`src/core/nfh_consts.svh`:
```
// Command codes, identifier offsets and bus timing for the flash host controller.
// Assumes inclusion by the host controller module and the testbench.
`ifndef NFH_CONSTS_SVH
`define NFH_CONSTS_SVH
`define NFH_CMD_UNLOCK1 8'hAA
`define NFH_CMD_UNLOCK2 8'h55
`define NFH_CMD_IDENT 8'h90
`define NFH_CMD_PROG 8'hA0
`define NFH_CMD_ERASE_SETUP 8'h80
`define NFH_CMD_CHIP_ERASE 8'h10
`define NFH_CMD_SECTOR_ERASE 8'h30
`define NFH_CMD_SUSPEND 8'hB0
`define NFH_CMD_RESUME 8'h30
`define NFH_CMD_RESET 8'hF0
`define NFH_CMD_QUERY 8'h98
`define NFH_UNLOCK_ADDR 21'h000AAA
`define NFH_ID_MFR_ADDR 21'h000000
`define NFH_ID_DEV_ADDR 21'h000001
`define NFH_PROT_OFFSET 16'h0002
`define NFH_SECT_LSB 16
`define NFH_PROT_YES 8'h01
`define NFH_CYCLE_NS 5
`define NFH_ACCESS_NS 70
`define NFH_WRPULSE_NS 35
`define NFH_RESET_NS 500
`define NFH_OP_ARRAY_READ 4'h0
`define NFH_OP_IDENT 4'h1
`define NFH_OP_PROT_VERIFY 4'h2
`define NFH_OP_PROGRAM 4'h3
`define NFH_OP_CHIP_ERASE 4'h4
`define NFH_OP_SECTOR_ERASE 4'h5
`define NFH_OP_SUSPEND 4'h6
`define NFH_OP_RESUME 4'h7
`define NFH_OP_RESET 4'h8
`define NFH_OP_QUERY 4'h9
`define NFH_OP_READ 4'hA
`define NFH_OP_HW_RESET 4'hB
`endif

```
`src/core/nfh_pkg.sv`:
```
// Types of the flash host controller.
// Assumes nfh_consts.svh alongside.
package nfh_pkg;
  typedef enum logic [5:0] {
    NFH_IDLE = 6'h01,
    NFH_WSETUP = 6'h02,
    NFH_WPULSE = 6'h04,
    NFH_RPULSE = 6'h08,
    NFH_RSTPULSE = 6'h10,
    NFH_DONE = 6'h20
  } nfh_state_t;
  typedef enum logic [1:0] {
    NFH_MODE_ARRAY = 2'h0,
    NFH_MODE_IDENT = 2'h1,
    NFH_MODE_QUERY = 2'h2,
    NFH_MODE_ERASING = 2'h3
  } nfh_mode_t;
endpackage : nfh_pkg

```
`src/core/nfh_flash_host.sv`:
```
// Host controller that drives a byte-wide asynchronous NOR flash through its pins.
// Assumes one request at a time from same-clock logic; flash data pins sampled via two flops.
`timescale 1ns/10ps
`include "nfh_consts.svh"

module nfh_flash_host
  import nfh_pkg::*;
#(
  parameter int ADDR_W = 21,
  parameter int DATA_W = 8
) (
  input wire logic ref_clk,
  input wire logic rst,
  input wire logic reqValid,
  input wire logic [3:0] reqOp,
  input wire logic [ADDR_W-1:0] reqAddr,
  input wire logic [DATA_W-1:0] reqData,
  input wire logic tempUnprotect,
  output logic reqReady,
  output logic rspValid,
  output logic [DATA_W-1:0] rspData,
  output logic rspRefused,
  output logic [ADDR_W-1:0] flashAddr,
  output logic [DATA_W-1:0] flashDqOut,
  output logic flashDqOe,
  input wire logic [DATA_W-1:0] flashDqIn,
  output logic flashCe_n,
  output logic flashOe_n,
  output logic flashWe_n,
  output logic flashReset_n,
  output logic flashResetElevated
);
  localparam int CYC_NS = `NFH_CYCLE_NS;
  localparam int ACC_CYC = (`NFH_ACCESS_NS + CYC_NS - 1) / CYC_NS + 3;
  localparam int WP_CYC = (`NFH_WRPULSE_NS + CYC_NS - 1) / CYC_NS;
  localparam int RST_CYC = (`NFH_RESET_NS + CYC_NS - 1) / CYC_NS;
  localparam int MAXW = 6;

  nfh_state_t state_r;
  nfh_mode_t mode_r;
  logic [7:0] cnt_r;
  logic [2:0] idx_r;
  logic [2:0] len_r;
  logic [ADDR_W-1:0] seqAddr_r [MAXW];
  logic [DATA_W-1:0] seqData_r [MAXW];
  logic isRead_r;
  logic [DATA_W-1:0] dqMeta_r;
  logic [DATA_W-1:0] dqSync_r;
  logic accept;
  logic legal;
  logic erSusp_r;
  logic [ADDR_W-1:0] sectBase;

  always_comb begin
    sectBase = '0;
    sectBase[ADDR_W-1:`NFH_SECT_LSB] = reqAddr[ADDR_W-1:`NFH_SECT_LSB];
  end

  // Suspend refused outside a running sector erase, resume refused unless an erase is suspended
  always_comb begin
    unique case (reqOp)
      `NFH_OP_SUSPEND: legal = (mode_r == NFH_MODE_ERASING);
      `NFH_OP_RESUME: legal = erSusp_r;
      `NFH_OP_ARRAY_READ, `NFH_OP_IDENT, `NFH_OP_PROT_VERIFY, `NFH_OP_PROGRAM, `NFH_OP_CHIP_ERASE,
      `NFH_OP_SECTOR_ERASE, `NFH_OP_RESET, `NFH_OP_QUERY, `NFH_OP_READ, `NFH_OP_HW_RESET: legal = 1'b1;
      default: legal = 1'b0;
    endcase
  end

  assign accept = reqValid && reqReady;

  // Synchroniser for flash data pins
  always_ff @(posedge ref_clk) begin
    dqMeta_r <= flashDqIn;
    dqSync_r <= dqMeta_r;
  end

  // Sequence builder: whole sequences only, addresses on unlocks are don't care
  always_ff @(posedge ref_clk) begin
    if (accept && legal) begin
      for (int i = 0; i < MAXW; i++) begin
        seqAddr_r[i] <= `NFH_UNLOCK_ADDR;
        seqData_r[i] <= '0;
      end
      seqData_r[0] <= `NFH_CMD_UNLOCK1;
      seqData_r[1] <= `NFH_CMD_UNLOCK2;
      seqData_r[3] <= `NFH_CMD_UNLOCK1;
      seqData_r[4] <= `NFH_CMD_UNLOCK2;
      unique case (reqOp)
        `NFH_OP_IDENT, `NFH_OP_PROT_VERIFY: begin
          seqData_r[2] <= `NFH_CMD_IDENT;
          seqAddr_r[3] <= (reqOp == `NFH_OP_IDENT) ? reqAddr : (sectBase | ADDR_W'(`NFH_PROT_OFFSET));
        end
        `NFH_OP_PROGRAM: begin
          seqData_r[2] <= `NFH_CMD_PROG;
          seqAddr_r[3] <= reqAddr;
          seqData_r[3] <= reqData;
        end
        `NFH_OP_CHIP_ERASE: begin
          seqData_r[2] <= `NFH_CMD_ERASE_SETUP;
          seqData_r[5] <= `NFH_CMD_CHIP_ERASE;
        end
        `NFH_OP_SECTOR_ERASE: begin
          seqData_r[2] <= `NFH_CMD_ERASE_SETUP;
          seqAddr_r[5] <= sectBase;
          seqData_r[5] <= `NFH_CMD_SECTOR_ERASE;
        end
        `NFH_OP_SUSPEND: seqData_r[0] <= `NFH_CMD_SUSPEND;
        `NFH_OP_RESUME: seqData_r[0] <= `NFH_CMD_RESUME;
        `NFH_OP_RESET, `NFH_OP_ARRAY_READ: seqData_r[0] <= `NFH_CMD_RESET;
        `NFH_OP_QUERY: begin
          seqData_r[0] <= `NFH_CMD_QUERY;
          seqAddr_r[0] <= reqAddr;
        end
        default: seqAddr_r[0] <= reqAddr;
      endcase
    end
  end

  // Write count and read flag per request
  always_ff @(posedge ref_clk) begin
    if (rst) begin
      len_r <= 3'h0;
      isRead_r <= 1'b0;
    end else if (accept && legal) begin
      isRead_r <= (reqOp == `NFH_OP_READ);
      unique case (reqOp)
        `NFH_OP_IDENT, `NFH_OP_PROGRAM: len_r <= 3'h3;
        `NFH_OP_PROT_VERIFY: len_r <= 3'h3;
        `NFH_OP_CHIP_ERASE, `NFH_OP_SECTOR_ERASE: len_r <= 3'h6;
        `NFH_OP_READ, `NFH_OP_HW_RESET: len_r <= 3'h0;
        default: len_r <= 3'h1;
      endcase
    end
  end

  // Program writes four cycles; identifier modes end with a read of cycle 3
  logic [2:0] wrLen;
  assign wrLen = (seqData_r[2] == `NFH_CMD_PROG && len_r == 3'h3) ? 3'h4 : len_r;

  // Bus sequencer
  always_ff @(posedge ref_clk) begin
    if (rst) begin
      state_r <= NFH_IDLE;
      cnt_r <= 8'h00;
      idx_r <= 3'h0;
      reqReady <= 1'b0;
    end else begin
      unique case (state_r)
        NFH_IDLE: begin
          reqReady <= 1'b1;
          idx_r <= 3'h0;
          if (accept) begin
            reqReady <= 1'b0;
            if (!legal) state_r <= NFH_DONE;
            else if (reqOp == `NFH_OP_HW_RESET) begin
              state_r <= NFH_RSTPULSE;
              cnt_r <= 8'(RST_CYC);
            end else if (reqOp == `NFH_OP_READ) begin
              state_r <= NFH_RPULSE;
              cnt_r <= 8'(ACC_CYC);
            end else begin
              state_r <= NFH_WSETUP;
              cnt_r <= 8'h01;
            end
          end
        end
        NFH_WSETUP: begin
          if (cnt_r == 8'h00) begin
            state_r <= NFH_WPULSE;
            cnt_r <= 8'(WP_CYC);
          end else cnt_r <= cnt_r - 8'h01;
        end
        NFH_WPULSE: begin
          if (cnt_r == 8'h00) begin
            idx_r <= idx_r + 3'h1;
            cnt_r <= 8'h01;
            if (idx_r + 3'h1 < wrLen) state_r <= NFH_WSETUP;
            else if (wrLen == 3'h3) begin
              state_r <= NFH_RPULSE;
              cnt_r <= 8'(ACC_CYC);
            end else state_r <= NFH_DONE;
          end else cnt_r <= cnt_r - 8'h01;
        end
        NFH_RPULSE, NFH_RSTPULSE: begin
          if (cnt_r == 8'h00) state_r <= NFH_DONE;
          else cnt_r <= cnt_r - 8'h01;
        end
        NFH_DONE: state_r <= NFH_IDLE;
      endcase
    end
  end

  // Pin drivers
  always_ff @(posedge ref_clk) begin
    if (rst) begin
      flashCe_n <= 1'b1;
      flashOe_n <= 1'b1;
      flashWe_n <= 1'b1;
      flashDqOe <= 1'b0;
      flashReset_n <= 1'b1;
      flashAddr <= '0;
      flashDqOut <= '0;
    end else begin
      flashReset_n <= !(state_r == NFH_RSTPULSE && cnt_r != 8'h00);
      flashCe_n <= !(state_r == NFH_WSETUP || state_r == NFH_WPULSE || state_r == NFH_RPULSE);
      flashWe_n <= !(state_r == NFH_WPULSE && cnt_r != 8'h00);
      flashOe_n <= !(state_r == NFH_RPULSE);
      flashDqOe <= (state_r == NFH_WSETUP || state_r == NFH_WPULSE);
      flashAddr <= seqAddr_r[idx_r];
      flashDqOut <= seqData_r[idx_r];
    end
  end

  // Elevated reset level is a separate drive request, not a logic high
  always_ff @(posedge ref_clk) begin
    if (rst) flashResetElevated <= 1'b0;
    else flashResetElevated <= tempUnprotect;
  end

  // Tracks flash mode to gate suspend; resume is gated by erSusp_r
  always_ff @(posedge ref_clk) begin
    if (rst) mode_r <= NFH_MODE_ARRAY;
    else if (accept && legal) begin
      unique case (reqOp)
        `NFH_OP_RESET, `NFH_OP_HW_RESET, `NFH_OP_CHIP_ERASE, `NFH_OP_PROGRAM: mode_r <= NFH_MODE_ARRAY;
        `NFH_OP_IDENT, `NFH_OP_PROT_VERIFY: mode_r <= NFH_MODE_IDENT;
        `NFH_OP_QUERY: mode_r <= NFH_MODE_QUERY;
        `NFH_OP_SECTOR_ERASE, `NFH_OP_RESUME: mode_r <= NFH_MODE_ERASING;
        `NFH_OP_SUSPEND, `NFH_OP_ARRAY_READ: mode_r <= NFH_MODE_ARRAY;
        default: mode_r <= mode_r;
      endcase
    end
  end

  // Suspend kept apart from mode so that resume stays legal after it
  always_ff @(posedge ref_clk) begin
    if (rst) erSusp_r <= 1'b0;
    else if (accept && legal && reqOp == `NFH_OP_SUSPEND) erSusp_r <= 1'b1;
    else if (accept && legal && reqOp inside {`NFH_OP_RESUME, `NFH_OP_RESET, `NFH_OP_ARRAY_READ,
      `NFH_OP_HW_RESET, `NFH_OP_CHIP_ERASE, `NFH_OP_SECTOR_ERASE}) erSusp_r <= 1'b0;
  end

  // Response
  always_ff @(posedge ref_clk) begin
    if (rst) begin
      rspValid <= 1'b0;
      rspData <= '0;
      rspRefused <= 1'b0;
    end else begin
      rspValid <= (state_r == NFH_DONE);
      rspRefused <= (state_r == NFH_IDLE && accept && !legal) ? 1'b1 : (state_r == NFH_DONE ? rspRefused : 1'b0);
      if (state_r == NFH_RPULSE && cnt_r == 8'h00) rspData <= dqSync_r;
    end
  end

  AST_WE_OE_EXCL: assert property (@(posedge ref_clk) disable iff (rst) !(!flashWe_n && !flashOe_n))
    else $error("write and output enable low together");
  AST_OE_NO_DRIVE: assert property (@(posedge ref_clk) disable iff (rst) !flashOe_n |-> !flashDqOe)
    else $error("host drives data while flash outputs");
  AST_WE_NEEDS_CE: assert property (@(posedge ref_clk) disable iff (rst) !flashWe_n |-> !flashCe_n)
    else $error("write pulse without chip select");
  AST_SUSPEND_ERASE: assert property (@(posedge ref_clk) disable iff (rst)
    (accept && (reqOp == `NFH_OP_SUSPEND) && mode_r != NFH_MODE_ERASING) |=> (state_r == NFH_DONE))
    else $error("suspend issued outside sector erase");
  AST_RESET_WIDTH: assert property (@(posedge ref_clk) disable iff (rst)
    $fell(flashReset_n) |-> !flashReset_n [*8])
    else $error("reset pulse too short");
  AST_BAD_OP: assert property (@(posedge ref_clk) disable iff (rst) (accept && !legal) |=> ##1 rspValid)
    else $error("refused request not answered");
  AST_SECT_ADDR: assert property (@(posedge ref_clk) disable iff (rst)
    (accept && reqOp == `NFH_OP_SECTOR_ERASE) |=> seqAddr_r[5][`NFH_SECT_LSB-1:0] == '0)
    else $error("sector erase address not sector aligned");
  AST_WE_IDLE_CE: assert property (@(posedge ref_clk) disable iff (rst) (state_r == NFH_IDLE) |=> flashCe_n)
    else $error("chip select held in idle");
endmodule : nfh_flash_host

```
`config.mk`:
```
export PLATFORM = sky130hd
export DESIGN_NAME = nfh_flash_host
export DESIGN_NICKNAME = d
export VERILOG_FILES = /design/src/core/nfh_pkg.sv /design/src/core/nfh_flash_host.sv
export VERILOG_INCLUDE_DIRS = /design/src /design/src/core
export SDC_FILE = /design/constraint.sdc
export NUM_CORES = 1
export LEC_CHECK = 0
export BUFFER_PORTS_ARGS = -buffer_cell sky130_fd_sc_hd__buf_2
export CORE_UTILIZATION = 59
export CTS_CLUSTER_SIZE = 10
export DETAILED_ROUTE_END_ITERATION = 16
export PLACE_DENSITY = 0.82
export SYNTH_ARGS = -nofsm -noshare
export SYNTH_HDL_FRONTEND = slang
export SYNTH_SLANG_ARGS = --single-unit
```
`constraint.sdc`:
```
create_clock -name ref_clk -period 4.6 [get_ports ref_clk]
set_input_delay 1.38 -clock ref_clk [delete_from_list [all_inputs] [get_ports ref_clk]]
set_output_delay 1.38 -clock ref_clk [all_outputs]
set_load 0.005 [all_outputs]
```
==> results of run 1 <==
[cell type report]
| type | count | share of cell area [%] |
|---|---|---|
| well taps | 136 | 2.29 |
| clock inverters | 10 | 1.05 |
| clock buffers | 22 | 6.67 |
| inverters | 16 | 0.809 |
| flip-flops and latches | 152 | 49.9 |
| multi-input cells | 394 | 32.8 |
| repair buffers | 94 | 6.47 |
[power groups by stage]
| stage | logic (mW) | clock network [mW] | registers [mW] |
|---|---|---|---|
| floorplan | 0.650 | 0 | 1.64 |
| global placement | 0.780 | 0 | 1.69 |
| detailed placement | 0.808 | 0 | 1.70 |
| CTS | 0.812 | 1.33 | 1.67 |
| global route | 0.900 | 1.39 | 1.69 |
| finish | 0.825 | 1.31 | 1.67 |
[path summary, 6_finish.rpt]
| path | start | end | slack (ns) |
|---|---|---|---|
| setup reg to reg | idx_r[0] | cnt_r[4] | 1.52 |
| hold / removal | dqMeta_r[2] | dqSync_r[2] | 0.33 |
| setup / recovery | reqOp[0] | mode_r[1] | 1.43 |
| hold reg to reg | dqMeta_r[2] | dqSync_r[2] | 0.33 |
[logic make-up (layout without fill, tap and decap cells)]
logic type,count (synthesis),count (layout)
buffers and inverters,54,142
AOI/OAI and AO/OA,135,135
muxes,12,12
adders and majority gates,5,5
and+or+nand+nor,236,236
DFF,152,152
xor gates and xnor gates,6,6
[critical path, stage by stage]
cell and delay (ns):
sky130_fd_sc_hd__buf_2 0.23, sky130_fd_sc_hd__nand3b_1 0.20, sky130_fd_sc_hd__a31oi_1 0.12, sky130_fd_sc_hd__o21ai_1 0.63, sky130_fd_sc_hd__clkinv_1 0.59, sky130_fd_sc_hd__a21bo_2 0.34, sky130_fd_sc_hd__a21oi_1 0.13
[registers in the layout, summed over array words and instances, names as in the netlist, 2 cells and up]
name and count:
seqData_r 19, len_r 3, flashAddr 21, rspData 8, idx_r 3, flashDqOut 8, dqSync_r 8, mode_r 2
dqMeta_r 8, seqAddr_r 48, state_r 6, cnt_r 8
[metal layers]
layer | wire length (um) | GRT usage, % | share of wire [%]
met5 | 0 | 0 | 0
met3 | 1020 | 6.49 | 7.2
met2 | 6960 | 42.2 | 49
met1 | 5920 | 35.1 | 42
met4 | 257 | 8.63 | 1.8
[Yosys cell counts, types with 2 or more instances]
library cell,number
sky130_fd_sc_hd__dfxtp_1,86
sky130_fd_sc_hd__nor2_1,73
sky130_fd_sc_hd__edfxtp_1,66
sky130_fd_sc_hd__and2_1,44
sky130_fd_sc_hd__a21oi_1,37
sky130_fd_sc_hd__clkbuf_1,32
sky130_fd_sc_hd__nand2_1,30
sky130_fd_sc_hd__a22oi_1,23
sky130_fd_sc_hd__o21ai_0,20
sky130_fd_sc_hd__inv_1,15
sky130_fd_sc_hd__nand2b_1,15
sky130_fd_sc_hd__mux2i_1,11
sky130_fd_sc_hd__nor4_1,11
sky130_fd_sc_hd__nand3_1,10
sky130_fd_sc_hd__nor3_1,10
sky130_fd_sc_hd__nor2b_1,8
sky130_fd_sc_hd__o22ai_1,7
sky130_fd_sc_hd__o211ai_1,6
sky130_fd_sc_hd__o31ai_1,6
sky130_fd_sc_hd__a211oi_1,5
sky130_fd_sc_hd__and3_1,5
sky130_fd_sc_hd__ha_1,5
sky130_fd_sc_hd__nand3b_1,5
sky130_fd_sc_hd__xor2_1,5
sky130_fd_sc_hd__a311oi_1,4
sky130_fd_sc_hd__buf_2,3
sky130_fd_sc_hd__or2_2,3
sky130_fd_sc_hd__or4_1,3
sky130_fd_sc_hd__a2111oi_0,2
sky130_fd_sc_hd__a21bo_2,2
sky130_fd_sc_hd__a221oi_1,2
sky130_fd_sc_hd__a31oi_1,2
sky130_fd_sc_hd__a32o_1,2
sky130_fd_sc_hd__a32oi_1,2
sky130_fd_sc_hd__a41oi_1,2
sky130_fd_sc_hd__and3b_1,2
sky130_fd_sc_hd__buf_6,2
sky130_fd_sc_hd__nand4_1,2
sky130_fd_sc_hd__nor4b_1,2
sky130_fd_sc_hd__o211ai_4,2
sky130_fd_sc_hd__o31a_1,2
sky130_fd_sc_hd__or3_1,2
sky130_fd_sc_hd__or4_4,2
[metrics by stage]
step | hold WS, ns | total power [mW] | utilization (%) | area, um^2
3_3_place_gp | 0.310 | 2.47 | 66.1 | 6850
2_1_floorplan | 0.310 | 2.29 | - | 6360
5_1_grt | 0.333 | 3.98 | 71.6 | 7420
6_report | 0.327 | 3.81 | 71.6 | 7420
4_1_cts | 0.330 | 3.81 | 71.6 | 7420
3_5_place_dp | 0.315 | 2.50 | 66.1 | 6850
==> qor.yml, run 1 <==
status: "completed"
post_synth_fa_ha_maj_area_fraction_pct: 0.984
finalMaxSlewViolations: 0
hold_viol: 0
postCtsSetupBuffers: 0
commonest_cells_after_routing_fill_and_taps_aside: "sky130_fd_sc_hd__buf_2, sky130_fd_sc_hd__dfxtp_1, sky130_fd_sc_hd__nor2_1"
dieWidth_um: 106
synth.top_cells.by_area: "sky130_fd_sc_hd__edfxtp_1, sky130_fd_sc_hd__dfxtp_1, sky130_fd_sc_hd__and2_1"
nets: 725
wp_data_arrival_ns: 3.63
yosys_most_used_dff: "sky130_fd_sc_hd__dfxtp_1"
layout.cells.most_common: "sky130_fd_sc_hd__buf_2"
place_hpwl_um: 9540
clockBufferDepth: 2
ys.warnings.count: 0
vias: 4951
ratio_of_final_minimum_period_to_clock_period_pct: 68.9
grt_util_all_layers_pct: 26.3
multiplexer_fraction_of_the_synthesized_cell_area_pct: 1.91
ir_drop_v: 0.000346
clock_tree_from_tritoncts: "built"
area.growth.synth_to_final_pct: 16.8
route.detailed.wl_per_inst_um: 17.2
grt_first_pass_wirelength_um: 22500
timing.critical_path.required_ns: 5.06
synth_xor_xnor_area_share_pct: 0.945
antenna_found_initial: 0
largest_family_of_logic_cells_by_synthesized_area: "simple AND/OR/NAND/NOR gates"
drive_gt1_share_pct: 20.8
synth_top_area_cell: "sky130_fd_sc_hd__edfxtp_1"
slew_at_the_pin_closest_to_its_max_slew_limit_ns: 1.18
preCtsSetupSlack_ns: 0.930
multi_input_area_um2: 2440
synth_edf_count: 66
power_per_cell_area_nw_per_um2: 514
grt_setup_unrepaired: "no"
via_count_of_the_first_global_routing_pass: 4441
grt_remaining_overflow: 0
floorplan.initialDensity_pct: 61.3
layout.filler_cells: 729
avgViaCountPerCell: 6.01
power_switching_share_pct: 31.2
ctsRootBufferMaster: "sky130_fd_sc_hd__clkbuf_8"
drt-total-wl_um: 14200
pin_count_of_the_biggest_net_entering_global_routing: 53
combinationalPowerShare_pct: 21.7
worstSkewPairLatency_ns: 0.53
drt_first_iter_violations: 443
p_sw_mw: 1.19
place_congestion: 0.922
cts.repair.resized: 0
static-leakage-power_nw: 2.96
synth_compound_gate_area_share_pct: 14.6
die-area_um2: 11200
synth_simple_gate_area_share_pct: 19.8
drcViolationCount: 0
synth_seq_area_share_pct: 58.3
final_cell_count_without_fillers: 824
mappedNetlistNets: 650
insertedDiodeCount: 0
critical_path_start_end_classification: "input pin to flip-flop"
hp-class: "flip-flop to flip-flop"
floorplan.core_area_um2: 10400
fmaxAchievable_ghz: 0.316
async_flop_share_pct: 0
drt_first_pass_iters: 5
relSlewSlack_pct: 20.8
worst_setup_path_end_kind: "flip-flop"
hold_buffers: 0
startpoint_type: "input pin"
netlist.area_leader.share_pct: 31.2
finalSetupViolations: 0
antenna_left: 0
sum_of_negative_setup_slack_ns: 0
syn-instance-count: 600
final.setup_skew_ns: 0.0107
syn-cell-area_um2: 6360
die-height_um: 106
io_buffers: 90
postLayoutSetupSlackWorst_ns: 1.43
cts-buffers-inserted: 17
combined_flip_flop_and_latch_cell_area_um2: 3700
internal-power_mw: 2.62
clkPwrFrac_pct: 34.5
synth.ff_latch_count: 152
io_pins: 91
clk_pin_slew_ns: 0.06
placedCellCount: 792
worstRegToRegCells: 7
total_number_of_placement_rows: 37
period_minus_slack_ns: 3.17
postSynthAreaPerCell_um2: 10.6
max_cap_violations: 0
sequentialPowerShare_pct: 43.9
worst-path-max-fanout: 14
tritoncts_num_sinks: 152
worstHoldPathCells: 0
cts_max_level: 4
ys_types: 65
No activity file was read; power rests on OpenSTA's default activity.
==> run 2: changes to the inputs <==
- CORE_UTILIZATION: 59 -> 51
- PLACE_DENSITY: 0.82 -> 0.75
- clock period: 4.6 -> 2.7 ns (I/O delays scaled with it)
==> qor.yml, run 2 (synthesized netlist as in run 1, its figures left out) <==
ctsRootBufferMaster: "sky130_fd_sc_hd__clkbuf_16"
cts-buffers-inserted: 17  # unchanged
worst-path-max-fanout: 6  # -8
startpoint_type: "flip-flop"
hold_viol: 0  # unchanged
layout.cells.most_common: "sky130_fd_sc_hd__buf_2"
worst_setup_path_end_kind: "flip-flop"
nets: 747  # +3.0%
worstHoldPathCells: 0  # unchanged
largest_register_ffs: 48  # unchanged
route.detailed.wl_per_inst_um: 15.8  # -8.1%
slew_at_the_pin_closest_to_its_max_slew_limit_ns: 0.775  # -0.408 ns
dieWidth_um: 114  # +7.4%
power_per_cell_area_nw_per_um2: 869  # +69%
ir_drop_v: 0.000471  # +36%
pin_count_of_the_biggest_net_entering_global_routing: 25  # -53%
final.setup_skew_ns: 0.00595  # -0.00475 ns
period_minus_slack_ns: 2.30
place_hpwl_um: 9850  # +3.2%
relSlewSlack_pct: 47.9  # +27 points
cts_max_level: 4  # unchanged
final_cell_count_without_fillers: 878  # +6.6%
largest-register: "seqAddr_r"
die-area_um2: 12900  # +15%
worst_hold_path.endpoint: "dqSync_r[4]"
avgViaCountPerCell: 5.53  # -7.9%
finalMaxSlewViolations: 0  # unchanged
placedCellCount: 846  # +6.8%
commonest_cells_after_routing_fill_and_taps_aside: "sky130_fd_sc_hd__buf_2, sky130_fd_sc_hd__dfxtp_1, sky130_fd_sc_hd__nor2_1"
drt-total-wl_um: 13900  # -2.0%
clk_pin_slew_ns: 0.06  # about the same
worstSkewPairLatency_ns: 0.42  # -0.11 ns
antenna_found_initial: 0  # unchanged
postLayoutSetupSlackWorst_ns: 0.395  # -1.04 ns
ratio_of_final_minimum_period_to_clock_period_pct: 85.4
grt_util_all_layers_pct: 22.7  # -3.6 points
fmaxAchievable_ghz: 0.434
floorplan.initialDensity_pct: 52.7  # -8.6 points
sum_of_negative_setup_slack_ns: 0  # unchanged
critical_path_start_end_classification: "flip-flop to flip-flop"
finalSetupViolations: 0  # unchanged
drive_gt1_share_pct: 23.1  # +2.3 points
antenna_left: 0  # unchanged
max_cap_violations: 0  # unchanged
worstReg2RegEnd: "state_r[3]"
status: "completed"
clockBufferDepth: 2  # unchanged
total_number_of_placement_rows: 40  # +8.1%
insertedDiodeCount: 0  # unchanged
area.growth.synth_to_final_pct: 20.1
hold_buffers: 0  # unchanged
grt_first_pass_wirelength_um: 22500  # -0.43%
timing.reg2reg.setup_slack_ns: 0.40  # -1.12 ns
io_pins: 91  # unchanged
cts.repair.resized: 0  # unchanged
die-height_um: 114  # +7.4%
wp_data_arrival_ns: 2.59  # -1.04 ns
largestRegisters: "seqAddr_r x48, flashAddr x21, seqData_r x19"
drt_first_iter_violations: 444  # +0.23%
grt_setup_unrepaired: "no"
postCtsSetupBuffers: 0  # unchanged
place_congestion: 0.894  # -3.1%
via_count_of_the_first_global_routing_pass: 4613  # +3.9%
hp-class: "flip-flop to flip-flop"
worst_hold_slack_ns: 0.328  # +0.000835 ns
drt_first_pass_iters: 5  # unchanged
timing.critical_path.required_ns: 2.99  # -2.07 ns
static-leakage-power_nw: 3.05  # +3.1%
clock_tree_from_tritoncts: "built"
regToRegStartpoint: "cnt_r[0]"
worstRegToRegCells: 7  # unchanged
preCtsSetupSlack_ns: 0.254  # -0.676 ns
grt_remaining_overflow: 0  # unchanged
tritoncts_num_sinks: 152  # unchanged
floorplan.core_area_um2: 12100  # +16%
vias: 4858  # -1.9%
io_buffers: 90  # unchanged
drcViolationCount: 0  # unchanged
timing.hold.worst.start: "dqMeta_r[4]"
[run 2: report_power, final]
group | internal (mW) | leakage, nW | switching [mW]
logic | 0.581 | 1.49 | 0.958
clock network | 1.36 | 0.274 | 0.923
registers | 2.65 | 1.29 | 0.168
total | 4.59 | 3.05 | 2.05
[run 2: area by class of cell]
type,count,area (um^2)
multi-input combinational,394,2440
sequential,152,3700
tap,168,210
clock buffer,17,425
inverter,16,63.8
clock inverter,15,150
fill,923,4430
timing repair buffer,116,646
[run 2: stage by stage]
stage          util (%)  cell area (um^2)  total power, mW
2_1_floorplan         -              6360             3.90
3_5_place_dp       58.5              7060             4.36
3_3_place_gp       58.5              7060             4.31
5_1_grt            63.3              7630             6.95
4_1_cts            63.3              7630             6.64
6_report           63.3              7630             6.64
[run 2: how the worst max path moves through the flow]
stage,cells past startpoint,slack (ns),endpoint,from
after floorplan,6,0.01,seqAddr_r[0][0],reqOp[1]
after global placement,6,0.29,cnt_r[3],reqOp[0]
after detailed placement,6,0.25,cnt_r[3],reqOp[0]
after CTS,7,0.44,state_r[3],cnt_r[0]
after global routing,6,0.26,cnt_r[3],state_r[0]
final,7,0.40,state_r[3],cnt_r[0]
[run 2: per-layer routing]
layer	vias up	GRT usage, %	wire length (um)
li1	2367	-	-
met1	2292	28.5	5960
met2	175	37.4	6790
met3	24	5.37	803
met4	0	10.3	309
met5	-	0	0
[run 2: worst max-delay path: stages (launching register included)]
cell	delay, ns
sky130_fd_sc_hd__dfxtp_1	0.33
sky130_fd_sc_hd__inv_1	0.11
sky130_fd_sc_hd__ha_1	0.18
sky130_fd_sc_hd__or3b_2	0.54
sky130_fd_sc_hd__nor2_2	0.27
sky130_fd_sc_hd__o31ai_1	0.19
sky130_fd_sc_hd__a221oi_1	0.45
sky130_fd_sc_hd__nor3_1	0.10
